[src/hw/tmr_params.svh]
// timer block constants: offsets, field positions, reset values
`ifndef TMR_PARAMS_SVH
`define TMR_PARAMS_SVH
`define TMR_OFF_CTRL    8'h00
`define TMR_OFF_CNT_HI  8'h04
`define TMR_OFF_CNT_LO  8'h08
`define TMR_OFF_RELOAD  8'h0c
`define TMR_OFF_PWM     8'h10
`define TMR_OFF_STATUS  8'h14
`define TMR_OFF_MASK    8'h18
`define TMR_CTRL_EN     0
`define TMR_CTRL_MODE_L 1
`define TMR_CTRL_MODE_H 3
`define TMR_CTRL_POL    4
`define TMR_CTRL_ALT    5
`define TMR_CTRL_DLY_L  8
`define TMR_CTRL_DLY_H  15
`define TMR_ST_RELOAD   0
`define TMR_ST_CAPTURE  1
`define TMR_ST_GATE     2
`define TMR_RST_CTRL    16'h0000
`define TMR_RST_RELOAD  16'hffff
`define TMR_RST_PWM     16'h0000
`define TMR_COUNT_ONE   16'h0001
`endif

[src/hw/tmr_pkg.sv]
// timer types and shared helpers
package tmr_pkg;
  typedef enum logic [2:0] {
    TMR_CONT, TMR_GATED, TMR_CAPCMP, TMR_PWM2, TMR_CAPRST, TMR_CMPCNT
  } tmr_mode_t;
  typedef enum logic [1:0] {PEND_NONE, PEND_OUT, PEND_OUTN} tmr_pend_t;
  // polarity 0 picks rising, 1 picks falling
  function automatic logic sel_edge(input logic pol, input logic rise,
                                    input logic fall);
    sel_edge = pol ? fall : rise;
  endfunction
endpackage

[src/hw/tmr_out_if.sv]
// link between timer core and its output stage
`timescale 1ns/1ps
`default_nettype none
interface tmr_out_if;
  logic       en;
  logic       pwm_mode;
  logic       pol;
  logic       match;
  logic       reload;
  logic [7:0] delay;
  logic       out;
  logic       out_n;
  modport core (output en, pwm_mode, pol, match, reload, delay,
                input out, out_n);
  modport drv  (input en, pwm_mode, pol, match, reload, delay,
                output out, out_n);
endinterface
`default_nettype wire

[src/hw/tmr_sync.sv]
// three-stage input synchroniser with agreement filter and edges
`timescale 1ns/1ps
`default_nettype none
module tmr_sync (
  input  wire logic clk,
  input  wire logic rst_n,
  input  wire logic din,
  output var  logic lvl,
  output var  logic rise,
  output var  logic fall
);
  logic s1_r, s2_r, s3_r, lvl_r, rise_r, fall_r;
  logic lvl_nxt, rise_nxt, fall_nxt;
  always_comb begin
    lvl_nxt  = (s2_r == s3_r) ? s3_r : lvl_r;
    rise_nxt = lvl_nxt & ~lvl_r;
    fall_nxt = ~lvl_nxt & lvl_r;
  end
  always_ff @(posedge clk or negedge rst_n) begin
    if (!rst_n) begin
      {s1_r, s2_r, s3_r, lvl_r, rise_r, fall_r} <= 6'h00;
    end else begin
      s1_r   <= din;
      s2_r   <= s1_r;
      s3_r   <= s2_r;
      lvl_r  <= lvl_nxt;
      rise_r <= rise_nxt;
      fall_r <= fall_nxt;
    end
  end
  assign lvl  = lvl_r;
  assign rise = rise_r;
  assign fall = fall_r;
endmodule
`default_nettype wire

[src/hw/tmr_out.sv]
// timer output pair: toggle mode and dual pwm with assert delay
`timescale 1ns/1ps
`default_nettype none
module tmr_out (
  input  wire logic clk,
  input  wire logic rst_n,
  tmr_out_if.drv    io
);
  logic                 out_r, outn_r, out_nxt, outn_nxt;
  logic [7:0]           dcnt_r, dcnt_nxt;
  tmr_pkg::tmr_pend_t   pend_r, pend_nxt;
  always_comb begin
    out_nxt  = out_r;
    outn_nxt = outn_r;
    pend_nxt = pend_r;
    dcnt_nxt = dcnt_r;
    if (!io.en) begin
      out_nxt  = io.pol;
      outn_nxt = ~io.pol;
      pend_nxt = tmr_pkg::PEND_NONE;
    end else if (!io.pwm_mode) begin
      // toggles from own state, so a polarity write is not seen here
      if (io.reload) begin
        out_nxt  = ~out_r;
        outn_nxt = out_r;
      end
    end else begin
      case (pend_r)
        tmr_pkg::PEND_OUT: begin
          if (dcnt_r == 8'h00) begin
            out_nxt  = ~io.pol;
            pend_nxt = tmr_pkg::PEND_NONE;
          end else begin
            dcnt_nxt = dcnt_r - 8'h01;
          end
        end
        tmr_pkg::PEND_OUTN: begin
          if (dcnt_r == 8'h00) begin
            outn_nxt = ~io.pol;
            pend_nxt = tmr_pkg::PEND_NONE;
          end else begin
            dcnt_nxt = dcnt_r - 8'h01;
          end
        end
        default: pend_nxt = tmr_pkg::PEND_NONE;
      endcase
      // deassertion is immediate, assertion waits out the dead time
      if (io.match) begin
        outn_nxt = io.pol;
        if (io.delay == 8'h00) begin
          out_nxt  = ~io.pol;
          pend_nxt = tmr_pkg::PEND_NONE;
        end else begin
          pend_nxt = tmr_pkg::PEND_OUT;
          dcnt_nxt = io.delay - 8'h01;
        end
      end
      if (io.reload) begin
        out_nxt = io.pol;
        if (io.delay == 8'h00) begin
          outn_nxt = ~io.pol;
          pend_nxt = tmr_pkg::PEND_NONE;
        end else begin
          pend_nxt = tmr_pkg::PEND_OUTN;
          dcnt_nxt = io.delay - 8'h01;
        end
      end
    end
  end
  always_ff @(posedge clk or negedge rst_n) begin
    if (!rst_n) begin
      out_r  <= 1'b0;
      outn_r <= 1'b1;
      pend_r <= tmr_pkg::PEND_NONE;
      dcnt_r <= 8'h00;
    end else begin
      out_r  <= out_nxt;
      outn_r <= outn_nxt;
      pend_r <= pend_nxt;
      dcnt_r <= dcnt_nxt;
    end
  end
  assign io.out   = out_r;
  assign io.out_n = outn_r;
endmodule
`default_nettype wire

[src/hw/tmr_top.sv]
// 16-bit timer with coherent count readback, apb registers and pins
//
// Added by the designer: the register offsets and the APB slave port.
`include "tmr_params.svh"
`timescale 1ns/1ps
`default_nettype none
module tmr_top (
  input  wire logic        clk,
  input  wire logic        rst_n,
  input  wire logic        psel,
  input  wire logic        penable,
  input  wire logic        pwrite,
  input  wire logic [7:0]  paddr,
  input  wire logic [31:0] pwdata,
  output var  logic [31:0] prdata,
  output var  logic        pready,
  output var  logic        pslverr,
  input  wire logic        timer_input,
  input  wire logic        comparator_out,
  output var  logic        timer_output_pin,
  output var  logic        timer_output_pin_n,
  output var  logic        timer_output_pin_oe,
  output var  logic        irq
);

  // control and data registers
  logic [15:0] timer_control_zero_r, ctrl_nxt;
  logic [15:0] count_r, count_nxt;
  logic [15:0] reload_r, reload_nxt;
  logic [15:0] pwm_r, pwm_nxt;
  logic [7:0]  hold_r, hold_nxt;
  logic        latched_r, latched_nxt;
  logic        started_r, started_nxt;
  logic [2:0]  status_r, status_nxt;
  logic [2:0]  mask_r, mask_nxt;
  logic        irq_r, irq_nxt;
  logic        oe_r, oe_nxt;
  logic [31:0] prdata_r, prdata_nxt;
  logic        pready_r, pready_nxt;
  logic        pslverr_r, pslverr_nxt;

  // decoded control
  logic                en;
  logic                pol;
  tmr_pkg::tmr_mode_t  mode;
  logic [7:0]          delay;

  // synchronised inputs
  logic tin_lvl, tin_rise, tin_fall;
  logic cmp_lvl, cmp_rise, cmp_fall;
  logic tin_sel, cmp_sel;

  // timer events
  logic go, restart, reload_ev, match_ev;
  logic ev_cap, ev_gate;

  // bus strobes
  logic rd_take, wr_take, hit;

  tmr_out_if oif ();

  assign en    = timer_control_zero_r[`TMR_CTRL_EN];
  assign pol   = timer_control_zero_r[`TMR_CTRL_POL];
  assign mode  = tmr_pkg::tmr_mode_t'(
                   timer_control_zero_r[`TMR_CTRL_MODE_H:`TMR_CTRL_MODE_L]);
  assign delay = timer_control_zero_r[`TMR_CTRL_DLY_H:`TMR_CTRL_DLY_L];

  tmr_sync u_tin_sync (
    .clk   (clk),
    .rst_n (rst_n),
    .din   (timer_input),
    .lvl   (tin_lvl),
    .rise  (tin_rise),
    .fall  (tin_fall)
  );

  tmr_sync u_cmp_sync (
    .clk   (clk),
    .rst_n (rst_n),
    .din   (comparator_out),
    .lvl   (cmp_lvl),
    .rise  (cmp_rise),
    .fall  (cmp_fall)
  );

  assign tin_sel = tmr_pkg::sel_edge(pol, tin_rise, tin_fall);
  assign cmp_sel = tmr_pkg::sel_edge(pol, cmp_rise, cmp_fall);

  assign oif.en       = en;
  assign oif.pwm_mode = (mode == tmr_pkg::TMR_PWM2);
  assign oif.pol      = pol;
  assign oif.match    = match_ev;
  assign oif.reload   = reload_ev;
  assign oif.delay    = delay;

  tmr_out u_out (
    .clk   (clk),
    .rst_n (rst_n),
    .io    (oif)
  );

  // apb: read data is sampled on the first access edge, the transfer
  // completes one cycle later; writes land on the completing edge
  assign rd_take = psel & penable & ~pready_r & ~pwrite;
  assign wr_take = psel & penable & pready_r & pwrite;
  assign hit     = (paddr == `TMR_OFF_CTRL)   ||
                   (paddr == `TMR_OFF_CNT_HI) ||
                   (paddr == `TMR_OFF_CNT_LO) ||
                   (paddr == `TMR_OFF_RELOAD) ||
                   (paddr == `TMR_OFF_PWM)    ||
                   (paddr == `TMR_OFF_STATUS) ||
                   (paddr == `TMR_OFF_MASK);

  always_comb begin
    pready_nxt  = psel & penable & ~pready_r;
    pslverr_nxt = psel & penable & ~pready_r & ~hit;
    prdata_nxt  = prdata_r;
    if (rd_take) begin
      prdata_nxt = 32'h0000_0000;
      if (paddr == `TMR_OFF_CTRL) begin
        prdata_nxt[15:0] = timer_control_zero_r;
      end else if (paddr == `TMR_OFF_CNT_HI) begin
        prdata_nxt[7:0] = count_r[15:8];
      end else if (paddr == `TMR_OFF_CNT_LO) begin
        if (en && latched_r) begin
          prdata_nxt[7:0] = hold_r;
        end else begin
          prdata_nxt[7:0] = count_r[7:0];
        end
      end else if (paddr == `TMR_OFF_RELOAD) begin
        prdata_nxt[15:0] = reload_r;
      end else if (paddr == `TMR_OFF_PWM) begin
        prdata_nxt[15:0] = pwm_r;
      end else if (paddr == `TMR_OFF_STATUS) begin
        prdata_nxt[2:0] = status_r;
      end else if (paddr == `TMR_OFF_MASK) begin
        prdata_nxt[2:0] = mask_r;
      end
    end
  end

  // readback holding register; touches nothing the counter uses
  always_comb begin
    hold_nxt    = hold_r;
    latched_nxt = latched_r;
    if (rd_take && paddr == `TMR_OFF_CNT_HI && en) begin
      hold_nxt    = count_r[7:0];
      latched_nxt = 1'b1;
    end else if (rd_take && paddr == `TMR_OFF_CNT_LO) begin
      latched_nxt = 1'b0;
    end
  end

  // counter core
  always_comb begin
    count_nxt   = count_r;
    pwm_nxt     = pwm_r;
    started_nxt = started_r;
    go          = 1'b0;
    restart     = 1'b0;
    reload_ev   = 1'b0;
    match_ev    = 1'b0;
    ev_cap      = 1'b0;
    ev_gate     = 1'b0;
    if (!en) begin
      started_nxt = 1'b0;
    end else begin
      case (mode)
        tmr_pkg::TMR_GATED: begin
          go      = (tin_lvl != pol);
          ev_gate = pol ? tin_rise : tin_fall;
        end
        tmr_pkg::TMR_CAPCMP: begin
          if (!started_r) begin
            // the starting edge raises no event
            started_nxt = tin_sel;
          end else begin
            go = 1'b1;
            if (tin_sel) begin
              pwm_nxt = count_r;
              ev_cap  = 1'b1;
            end
          end
        end
        tmr_pkg::TMR_CAPRST: begin
          go = 1'b1;
          if (tin_sel) begin
            pwm_nxt = count_r;
            ev_cap  = 1'b1;
            restart = 1'b1;
          end
        end
        tmr_pkg::TMR_CMPCNT: begin
          go = 1'b1;
          if (cmp_sel) begin
            pwm_nxt = count_r;
            ev_cap  = 1'b1;
          end
        end
        default: go = 1'b1;
      endcase
      if (restart) begin
        count_nxt = `TMR_COUNT_ONE;
      end else if (go) begin
        if (count_r == reload_r) begin
          count_nxt = `TMR_COUNT_ONE;
          reload_ev = 1'b1;
        end else begin
          count_nxt = count_r + 16'h0001;
        end
      end
      match_ev = go && (mode == tmr_pkg::TMR_PWM2) &&
                 (count_r == pwm_r) && !reload_ev;
    end
    // software writes land last and override the counter step
    if (wr_take && paddr == `TMR_OFF_CNT_HI) begin
      count_nxt[15:8] = pwdata[7:0];
    end
    if (wr_take && paddr == `TMR_OFF_CNT_LO) begin
      count_nxt[7:0] = pwdata[7:0];
    end
    if (wr_take && paddr == `TMR_OFF_PWM) begin
      pwm_nxt = pwdata[15:0];
    end
  end

  // configuration, sticky status, interrupt and pin enable
  always_comb begin
    ctrl_nxt   = timer_control_zero_r;
    reload_nxt = reload_r;
    mask_nxt   = mask_r;
    status_nxt = status_r;
    if (wr_take && paddr == `TMR_OFF_CTRL) begin
      ctrl_nxt = pwdata[15:0];
    end
    if (wr_take && paddr == `TMR_OFF_RELOAD) begin
      reload_nxt = pwdata[15:0];
    end
    if (wr_take && paddr == `TMR_OFF_MASK) begin
      mask_nxt = pwdata[2:0];
    end
    if (wr_take && paddr == `TMR_OFF_STATUS) begin
      status_nxt = status_r & ~pwdata[2:0];
    end
    // a new event beats a simultaneous clear
    status_nxt[`TMR_ST_RELOAD]  = status_nxt[`TMR_ST_RELOAD]  | reload_ev;
    status_nxt[`TMR_ST_CAPTURE] = status_nxt[`TMR_ST_CAPTURE] | ev_cap;
    status_nxt[`TMR_ST_GATE]    = status_nxt[`TMR_ST_GATE]    | ev_gate;
    irq_nxt = |(status_nxt & mask_nxt);
    oe_nxt  = ctrl_nxt[`TMR_CTRL_ALT];
  end

  always_ff @(posedge clk or negedge rst_n) begin
    if (!rst_n) begin
      timer_control_zero_r <= `TMR_RST_CTRL;
      count_r              <= 16'h0000;
      reload_r             <= `TMR_RST_RELOAD;
      pwm_r                <= `TMR_RST_PWM;
      hold_r               <= 8'h00;
      latched_r            <= 1'b0;
      started_r            <= 1'b0;
      status_r             <= 3'h0;
      mask_r               <= 3'h0;
      irq_r                <= 1'b0;
      oe_r                 <= 1'b0;
      prdata_r             <= 32'h0000_0000;
      pready_r             <= 1'b0;
      pslverr_r            <= 1'b0;
    end else begin
      timer_control_zero_r <= ctrl_nxt;
      count_r              <= count_nxt;
      reload_r             <= reload_nxt;
      pwm_r                <= pwm_nxt;
      hold_r               <= hold_nxt;
      latched_r            <= latched_nxt;
      started_r            <= started_nxt;
      status_r             <= status_nxt;
      mask_r               <= mask_nxt;
      irq_r                <= irq_nxt;
      oe_r                 <= oe_nxt;
      prdata_r             <= prdata_nxt;
      pready_r             <= pready_nxt;
      pslverr_r            <= pslverr_nxt;
    end
  end

  assign prdata              = prdata_r;
  assign pready              = pready_r;
  assign pslverr             = pslverr_r;
  assign irq                 = irq_r;
  assign timer_output_pin    = oif.out;
  assign timer_output_pin_n  = oif.out_n;
  assign timer_output_pin_oe = oe_r;

endmodule
`default_nettype wire

[config.mk]
export PLATFORM = sky130hd
export DESIGN_NAME = tmr_top
export DESIGN_NICKNAME = d
export VERILOG_FILES = /design/src/hw/tmr_pkg.sv /design/src/hw/tmr_out_if.sv /design/src/hw/tmr_sync.sv /design/src/hw/tmr_out.sv /design/src/hw/tmr_top.sv
export VERILOG_INCLUDE_DIRS = /design/src /design/src/hw
export SDC_FILE = /design/constraint.sdc
export NUM_CORES = 1
export LEC_CHECK = 0
export BUFFER_PORTS_ARGS = -buffer_cell sky130_fd_sc_hd__buf_2
export CORE_MARGIN = 10
export CORE_UTILIZATION = 61
export CTS_CLUSTER_DIAMETER = 120
export DETAILED_ROUTE_END_ITERATION = 16
export PLACE_DENSITY = 0.82
export RECOVER_POWER = 50
export SETUP_SLACK_MARGIN = 0.02
export SYNTH_ARGS = -nofsm -noshare
export SYNTH_HDL_FRONTEND = slang
export SYNTH_SLANG_ARGS = --single-unit
export TNS_END_PERCENT = 1
[constraint.sdc]
create_clock -name clk -period 5.2 [get_ports clk]
set_clock_uncertainty 0.2 [all_clocks]
set_input_delay 0.52 -clock clk [delete_from_list [all_inputs] [get_ports clk]]
set_output_delay 0.52 -clock clk [all_outputs]
set_load 0.1 [all_outputs]
Word level (Yosys, flattened, before mapping)
Cells that the tools add are included.
- add/subtract/negate cells: 3
- equality and inequality tests: 24
- muxes and demuxes: 83
- bitwise operators: 25
- reductions and logical operators: 38
- operators with widths (cell ; count):
    $mux W16 ; 11
    $mux W8 ; 13
    $pmux W16 S3 ; 1
    $mux W1 ; 43
    $eq A16 B16 Y1 ; 2
    $eq A8 B5 Y1 const B ; 3
    $logic_not A8 Y1 ; 3
    $add A16 B1 Y16 const B ; 1
    $eq A8 B4 Y1 const B ; 2
    $sub A8 B1 Y8 const B ; 2
    $mux W3 ; 5
    $logic_and A1 B1 Y1 ; 14
    $mux W2 ; 7
    $mux W13 ; 1
    $and A1 B1 Y1 ; 10
    $not A1 Y1 ; 9
    $eq A8 B3 Y1 const B ; 1
    $reduce_and A2 Y1 ; 4
    $reduce_bool A2 Y1 ; 4
    $and A3 B3 Y3 ; 2
    $eq A3 B2 Y1 const B ; 2
    $eq A3 B3 Y1 const B ; 2
    $logic_or A1 B1 Y1 ; 6
    $ne A3 B3 Y1 const B ; 2
    other kinds (18) ; 23
- register bits after elaboration: 123
- input bits: 47
- output and inout bits: 38
- word-level logic and storage cells: 204

Depth between registers and ports, before layout
- depth after elaboration: 14
- gate-level depth with buffers: 9
- gate-level depth less buffers: 9

Cells and area by module
A second synthesis with hierarchy kept.
- cells, all modules: 737
- area total of the unflattened synthesis: 7226.9 um^2
- modules (own cells, without submodules) (module ; times used ; cells each ; area each (um^2) ; seq. area each (um^2)):
    tmr_top ; 1 ; 589 ; 5800.6 ; 2497.4
    tmr_out ; 1 ; 130 ; 1068.5 ; 301.5
    tmr_sync ; 2 ; 9 ; 178.9 ; 150.1

Worst setup path before layout
OpenSTA, ideal clock, no wires.
- path kind: reg-to-reg
- start: reg count_r[0]
- end: reg u_out.dcnt_r[4]
- setup time: 0.124 ns
- arrival: 2.299 ns
- required time: 4.876 ns
- path slack: 2.577 ns
- stages on the path, launching flop included: 10
- path buffers: 2
- period minus slack after synthesis: 2.623 ns
- cell sequence: dfrtp_1 -> buf_2 -> xnor2_1 -> nand4_1 -> nor4_4 -> nor3b_4 -> o21ai_2 -> buf_4 -> a21boi_1 -> a211o_1
- cells in the longest elaborated chain, start to end: 11
- elaborated cells on any way between the ends: 14
- classes of those cells: 2 x eq/ne; 9 x mux; 3 x reduce/logical
- ends and longest elaborated chain (item ; line ; text):
    start: declaration ; tmr_top.sv:28 ; logic [15:0] count_r, count_nxt;
    start signal: assignment ; tmr_top.sv:271 ; count_r <= count_nxt;
    $eq A16 B16 Y1 ; tmr_top.sv:205 ; if (count_r == reload_r) begin
    $mux W1 ; tmr_top.sv:205 ;
    $mux W1 ; tmr_top.sv:204 ; end else if (go) begin
    $mux W1 ; tmr_top.sv:202 ; if (restart) begin
    $mux W1 ; tmr_top.sv:165 ; if (!en) begin
    $logic_not A1 Y1 ; tmr_top.sv:213 ; (count_r == pwm_r) && !reload_ev;
    $logic_and A1 B1 Y1 ; tmr_top.sv:213 ;
    $mux W1 ; tmr_top.sv:165 ;
    $mux W8 ; tmr_out.sv:48 ; if (io.match) begin
    $mux W8 ; tmr_out.sv:60 ; if (io.delay == 8'h00) begin
    $mux W8 (*) ; tmr_out.sv:58 ; if (io.reload) begin
    end signal: assignment ; tmr_out.sv:80 ; dcnt_r <= dcnt_nxt;
    end: declaration ; tmr_out.sv:10 ; logic [7:0] dcnt_r, dcnt_nxt;
Every way passes the cells marked *; elsewhere a longest branch is shown, timed or not. The select of a mux whose other input is x is not followed.
A chain may end at the register's enable or synchronous reset.

Worst setup path after layout
- start: reg timer_control_zero_r[0]
- end: reg u_out.dcnt_r[1]
- cells in the longest elaborated chain, start to end: 4
- elaborated cells on any way between the ends: 6
- classes of those cells: 5 x mux; 1 x reduce/logical
- ends and longest elaborated chain (item ; line ; text):
    start: declaration ; tmr_top.sv:27 ; logic [15:0] timer_control_zero_r, ctrl_nxt;
    start signal: assignment ; tmr_top.sv:255 ; timer_control_zero_r <= `TMR_RST_CTRL;
    start signal: assignment ; tmr_top.sv:270 ; timer_control_zero_r <= ctrl_nxt;
    $mux W1 ; tmr_top.sv:165 ;
    $mux W8 ; tmr_out.sv:48 ;
    $mux W8 ; tmr_out.sv:60 ;
    $mux W8 ; tmr_out.sv:58 ;
Parallel ways exist; a longest one is shown, timed or not.

==> results.yml <==
floorplanning:
  initial_core_util: 0.627
  rows: 38
  die-area_mm2: 0.0158
  core_mm2: 0.0109
  die_x_um: 126
  fp.dieH_um: 126
  num_io_pins: 85
clock_network:
  cts_sinks: 123
  cts_resized: 0
  ctsHoldBuffers: 2
  clockBufferDepth: 2
  ctsRootBufferMaster: "clkbuf_8"
  clk_transition_reported_paths_ns: 0.06
  htree_levels: 4
  clk_latency_ns: 0.54
  cts_tree: "built"
  cts_setup_buffers: 0
  numCtsBuffers: 17
global_routing:
  grt_pass1_vias: 5892
  grt_usage: 0.234
  antenna_found_initial: 0
  grt_max_degree: 84
  overflow: 0
  grt_first_pass_wirelength_mm: 30.4
drt:
  vias_per_cell: 6.40
  vias: 5712
  drc: 0
  drt_iter0_drc: 650
  antenna_left: 0
  first_pass_iters: 6
  detail_route.wl_per_cell_um: 20.8
  wirelength_mm: 18.5
power:
  combPwrFrac: 0.156
  vdd_ir_drop_max_v: 0.000369
  leakage_uw: 0.00333
  p_seq_frac: 0.401
  p_switching_uw: 825
  power.internal_uw: 1770
  pwr-share-clk: 0.443
  power_density_mw_per_mm2: 337
  p_sw_frac: 0.319
hold_path:
  hold_class: "in2async"
timing:
  slew_violations: 42
  relSlewSlack: -0.444
  fin_setup_tns_ns: 0
  timing.hold.ws_ns: -0.0262
  rsz0062_at_grt: "no"
  hold_viol: 38
  period_needed_ns: 3.34
  fin_crit_sh: 0.642
  setup_viol: 0
  max_freq_mhz: 300
  tightestPinTransition_ns: 2.17
critical_path:
  criticalPathCategory: "reg2reg"
  crit_chain: "inv_1 -> or2_2 -> a311oi_2 -> o21ai_2 -> and3_1 -> or3_1"
  cp_slowest_cell: "dfrtp_1"
  required_ns: 5.40
  worst-path-max-fanout: 21
  worst-path-buf-inv: 1
  cp_top_family: "simple AND/OR/NAND/NOR gates"
  reg2reg_depth: 6
  arrival_ns: 3.54
  cp.depth: 6
  crit_path_end_kind: "flip-flop"
  startpoint_type: "flip-flop"
  critPathMaxStageDelay_ns: 0.74
synthesis:
  synth_simple_gate_area_frac: 0.184
  synth_warnings: 0
  ys_types: 70
  syn_area_per_cell_um2: 9.72
  syn_area_mm2: 0.00682
  synth_top_family_by_area: "simple AND/OR/NAND/NOR gates"
  netlist_instances: 702
  synth-compound-area-share: 0.148
  ys_dominant_reg_cell: "dfrtp_1"
  synthAdderAreaFrac: 0.0139
  synth_enable_flop_cells: 0
  synthMuxAreaShare: 0.105
  synth-async-reset-ratio: 1.00
  ys_seq_elements: 123
  yosysSeqAreaShare: 0.454
  synth-xor-area-share: 0.0475
place:
  dp.cells: 859
  hpwl_mm: 12.7
  port_buffers: 52
  gp_congestion: 0.870
layout:
  multi_input_area_mm2: 0.00347
  layout_commonest_cell: "dfrtp_1"
  layout_common_cells: "106 x dfrtp_1, 77 x nand2_1, 55 x nor2_1"
  fill_cells: 792
  fin_cells: 893
  layout-drive-gt1-share: 0.215
  final_nets: 793
  antennaDiodeCount: 0
  ff_latch_area_mm2: 0.00310
  area_growth_pct: 12.6
status:
  violations: "negative hold slack, max-capacitance violations, max-slew violations"
  outcome: "finished with violations"
run:
  cap_violations: 1
## sequential cells by signal (all words and copies together) (netlist names), 8 cells and up
name                  flops
count_r                  16
prdata                   16
pwm_r                    16
reload_r                 16
timer_control_zero_r     16
hold_r                    8
u_out.dcnt_r              8
## layout make-up
type | count | area share
Inverter | 9 | 0.00440
Multi-Input combinational cell | 528 | 0.451
Sequential cell | 123 | 0.403
Clock buffer | 19 | 0.0562
Tap cell | 140 | 0.0228
Timing Repair Buffer | 61 | 0.0432
Clock inverter | 13 | 0.0187
## per-layer routing
layer  GRT usage  vias up  share of wire
li1            -     2595              -
met1       0.270     2781           0.39
met2       0.391      284           0.49
met3      0.0705       52          0.088
met4       0.113        0          0.036
met5           0        -              0
## power by group through the flow
| stage | Clock [µW] | Sequential (µW) | Combinational (µW) |
|---|---|---|---|
| after global placement | 0 | 1050 | 399 |
| after global routing | 1210 | 1040 | 428 |
| after floorplan | 0 | 1210 | 159 |
| final | 1150 | 1040 | 405 |
| after CTS | 1160 | 1040 | 407 |
| after detailed placement | 0 | 1050 | 405 |
## cell usage after synthesis, types with 7 or more instances
| cell type | count | share of area |
|---|---|---|
| a21oi_1 | 29 | 0.021 |
| a221oi_1 | 8 | 0.010 |
| a222oi_1 | 8 | 0.012 |
| a22oi_1 | 8 | 0.0088 |
| a31oi_1 | 14 | 0.013 |
| and2_1 | 8 | 0.0073 |
| and3_1 | 7 | 0.0064 |
| buf_2 | 7 | 0.0051 |
| buf_4 | 17 | 0.019 |
| clkbuf_1 | 32 | 0.018 |
| dfrtp_1 | 106 | 0.39 |
| dfstp_2 | 17 | 0.065 |
| inv_1 | 9 | 0.0050 |
| mux2_2 | 43 | 0.071 |
| mux2i_1 | 19 | 0.028 |
| nand2_1 | 77 | 0.042 |
| nand3_1 | 22 | 0.016 |
| nand4_1 | 9 | 0.0083 |
| nor2_1 | 55 | 0.030 |
| nor3_1 | 16 | 0.012 |
| nor4_1 | 11 | 0.010 |
| o21ai_0 | 40 | 0.029 |
| or3_1 | 7 | 0.0064 |
| xnor2_1 | 20 | 0.026 |
| xor2_1 | 17 | 0.022 |
## cells by family after synthesis
group / after synthesis
AND/OR/NAND/NOR: 251
buffers and inverters: 66
multiplexers: 66
adder cells (fa/ha/maj): 8
other: 1
AO/OA/AOI/OAI: 150
XOR/XNOR: 37
flip-flops: 123
## path summary, 6_finish.rpt
check / start / end / slack, ns
worst max register to register: timer_control_zero_r[0] / u_out.dcnt_r[1] / 1.86
min in group clk: pwdata[9] / timer_control_zero_r[9] / 0.02
max in group asynchronous: rst_n / timer_control_zero_r[3] / 2.22
worst min register to register: u_tin_sync.s1_r / u_tin_sync.s2_r / 0.15
worst min-delay path: rst_n / u_tin_sync.s2_r / -0.03
worst max-delay path: timer_control_zero_r[0] / u_out.dcnt_r[1] / 1.86
## metrics by stage
stage / utilization / power (µW) / instance area (µm²) / setup WS (ns)
2_1_floorplan: - / 1370 / 6880 / 2.58
5_1_grt: 0.705 / 2680 / 7680 / 1.63
3_5_place_dp: 0.651 / 1460 / 7090 / 1.93
4_1_cts: 0.706 / 2600 / 7680 / 1.89
6_report: 0.705 / 2590 / 7680 / 1.86
3_3_place_gp: 0.651 / 1450 / 7090 / 1.98
Note: power is estimated with default switching activity, not from simulation.
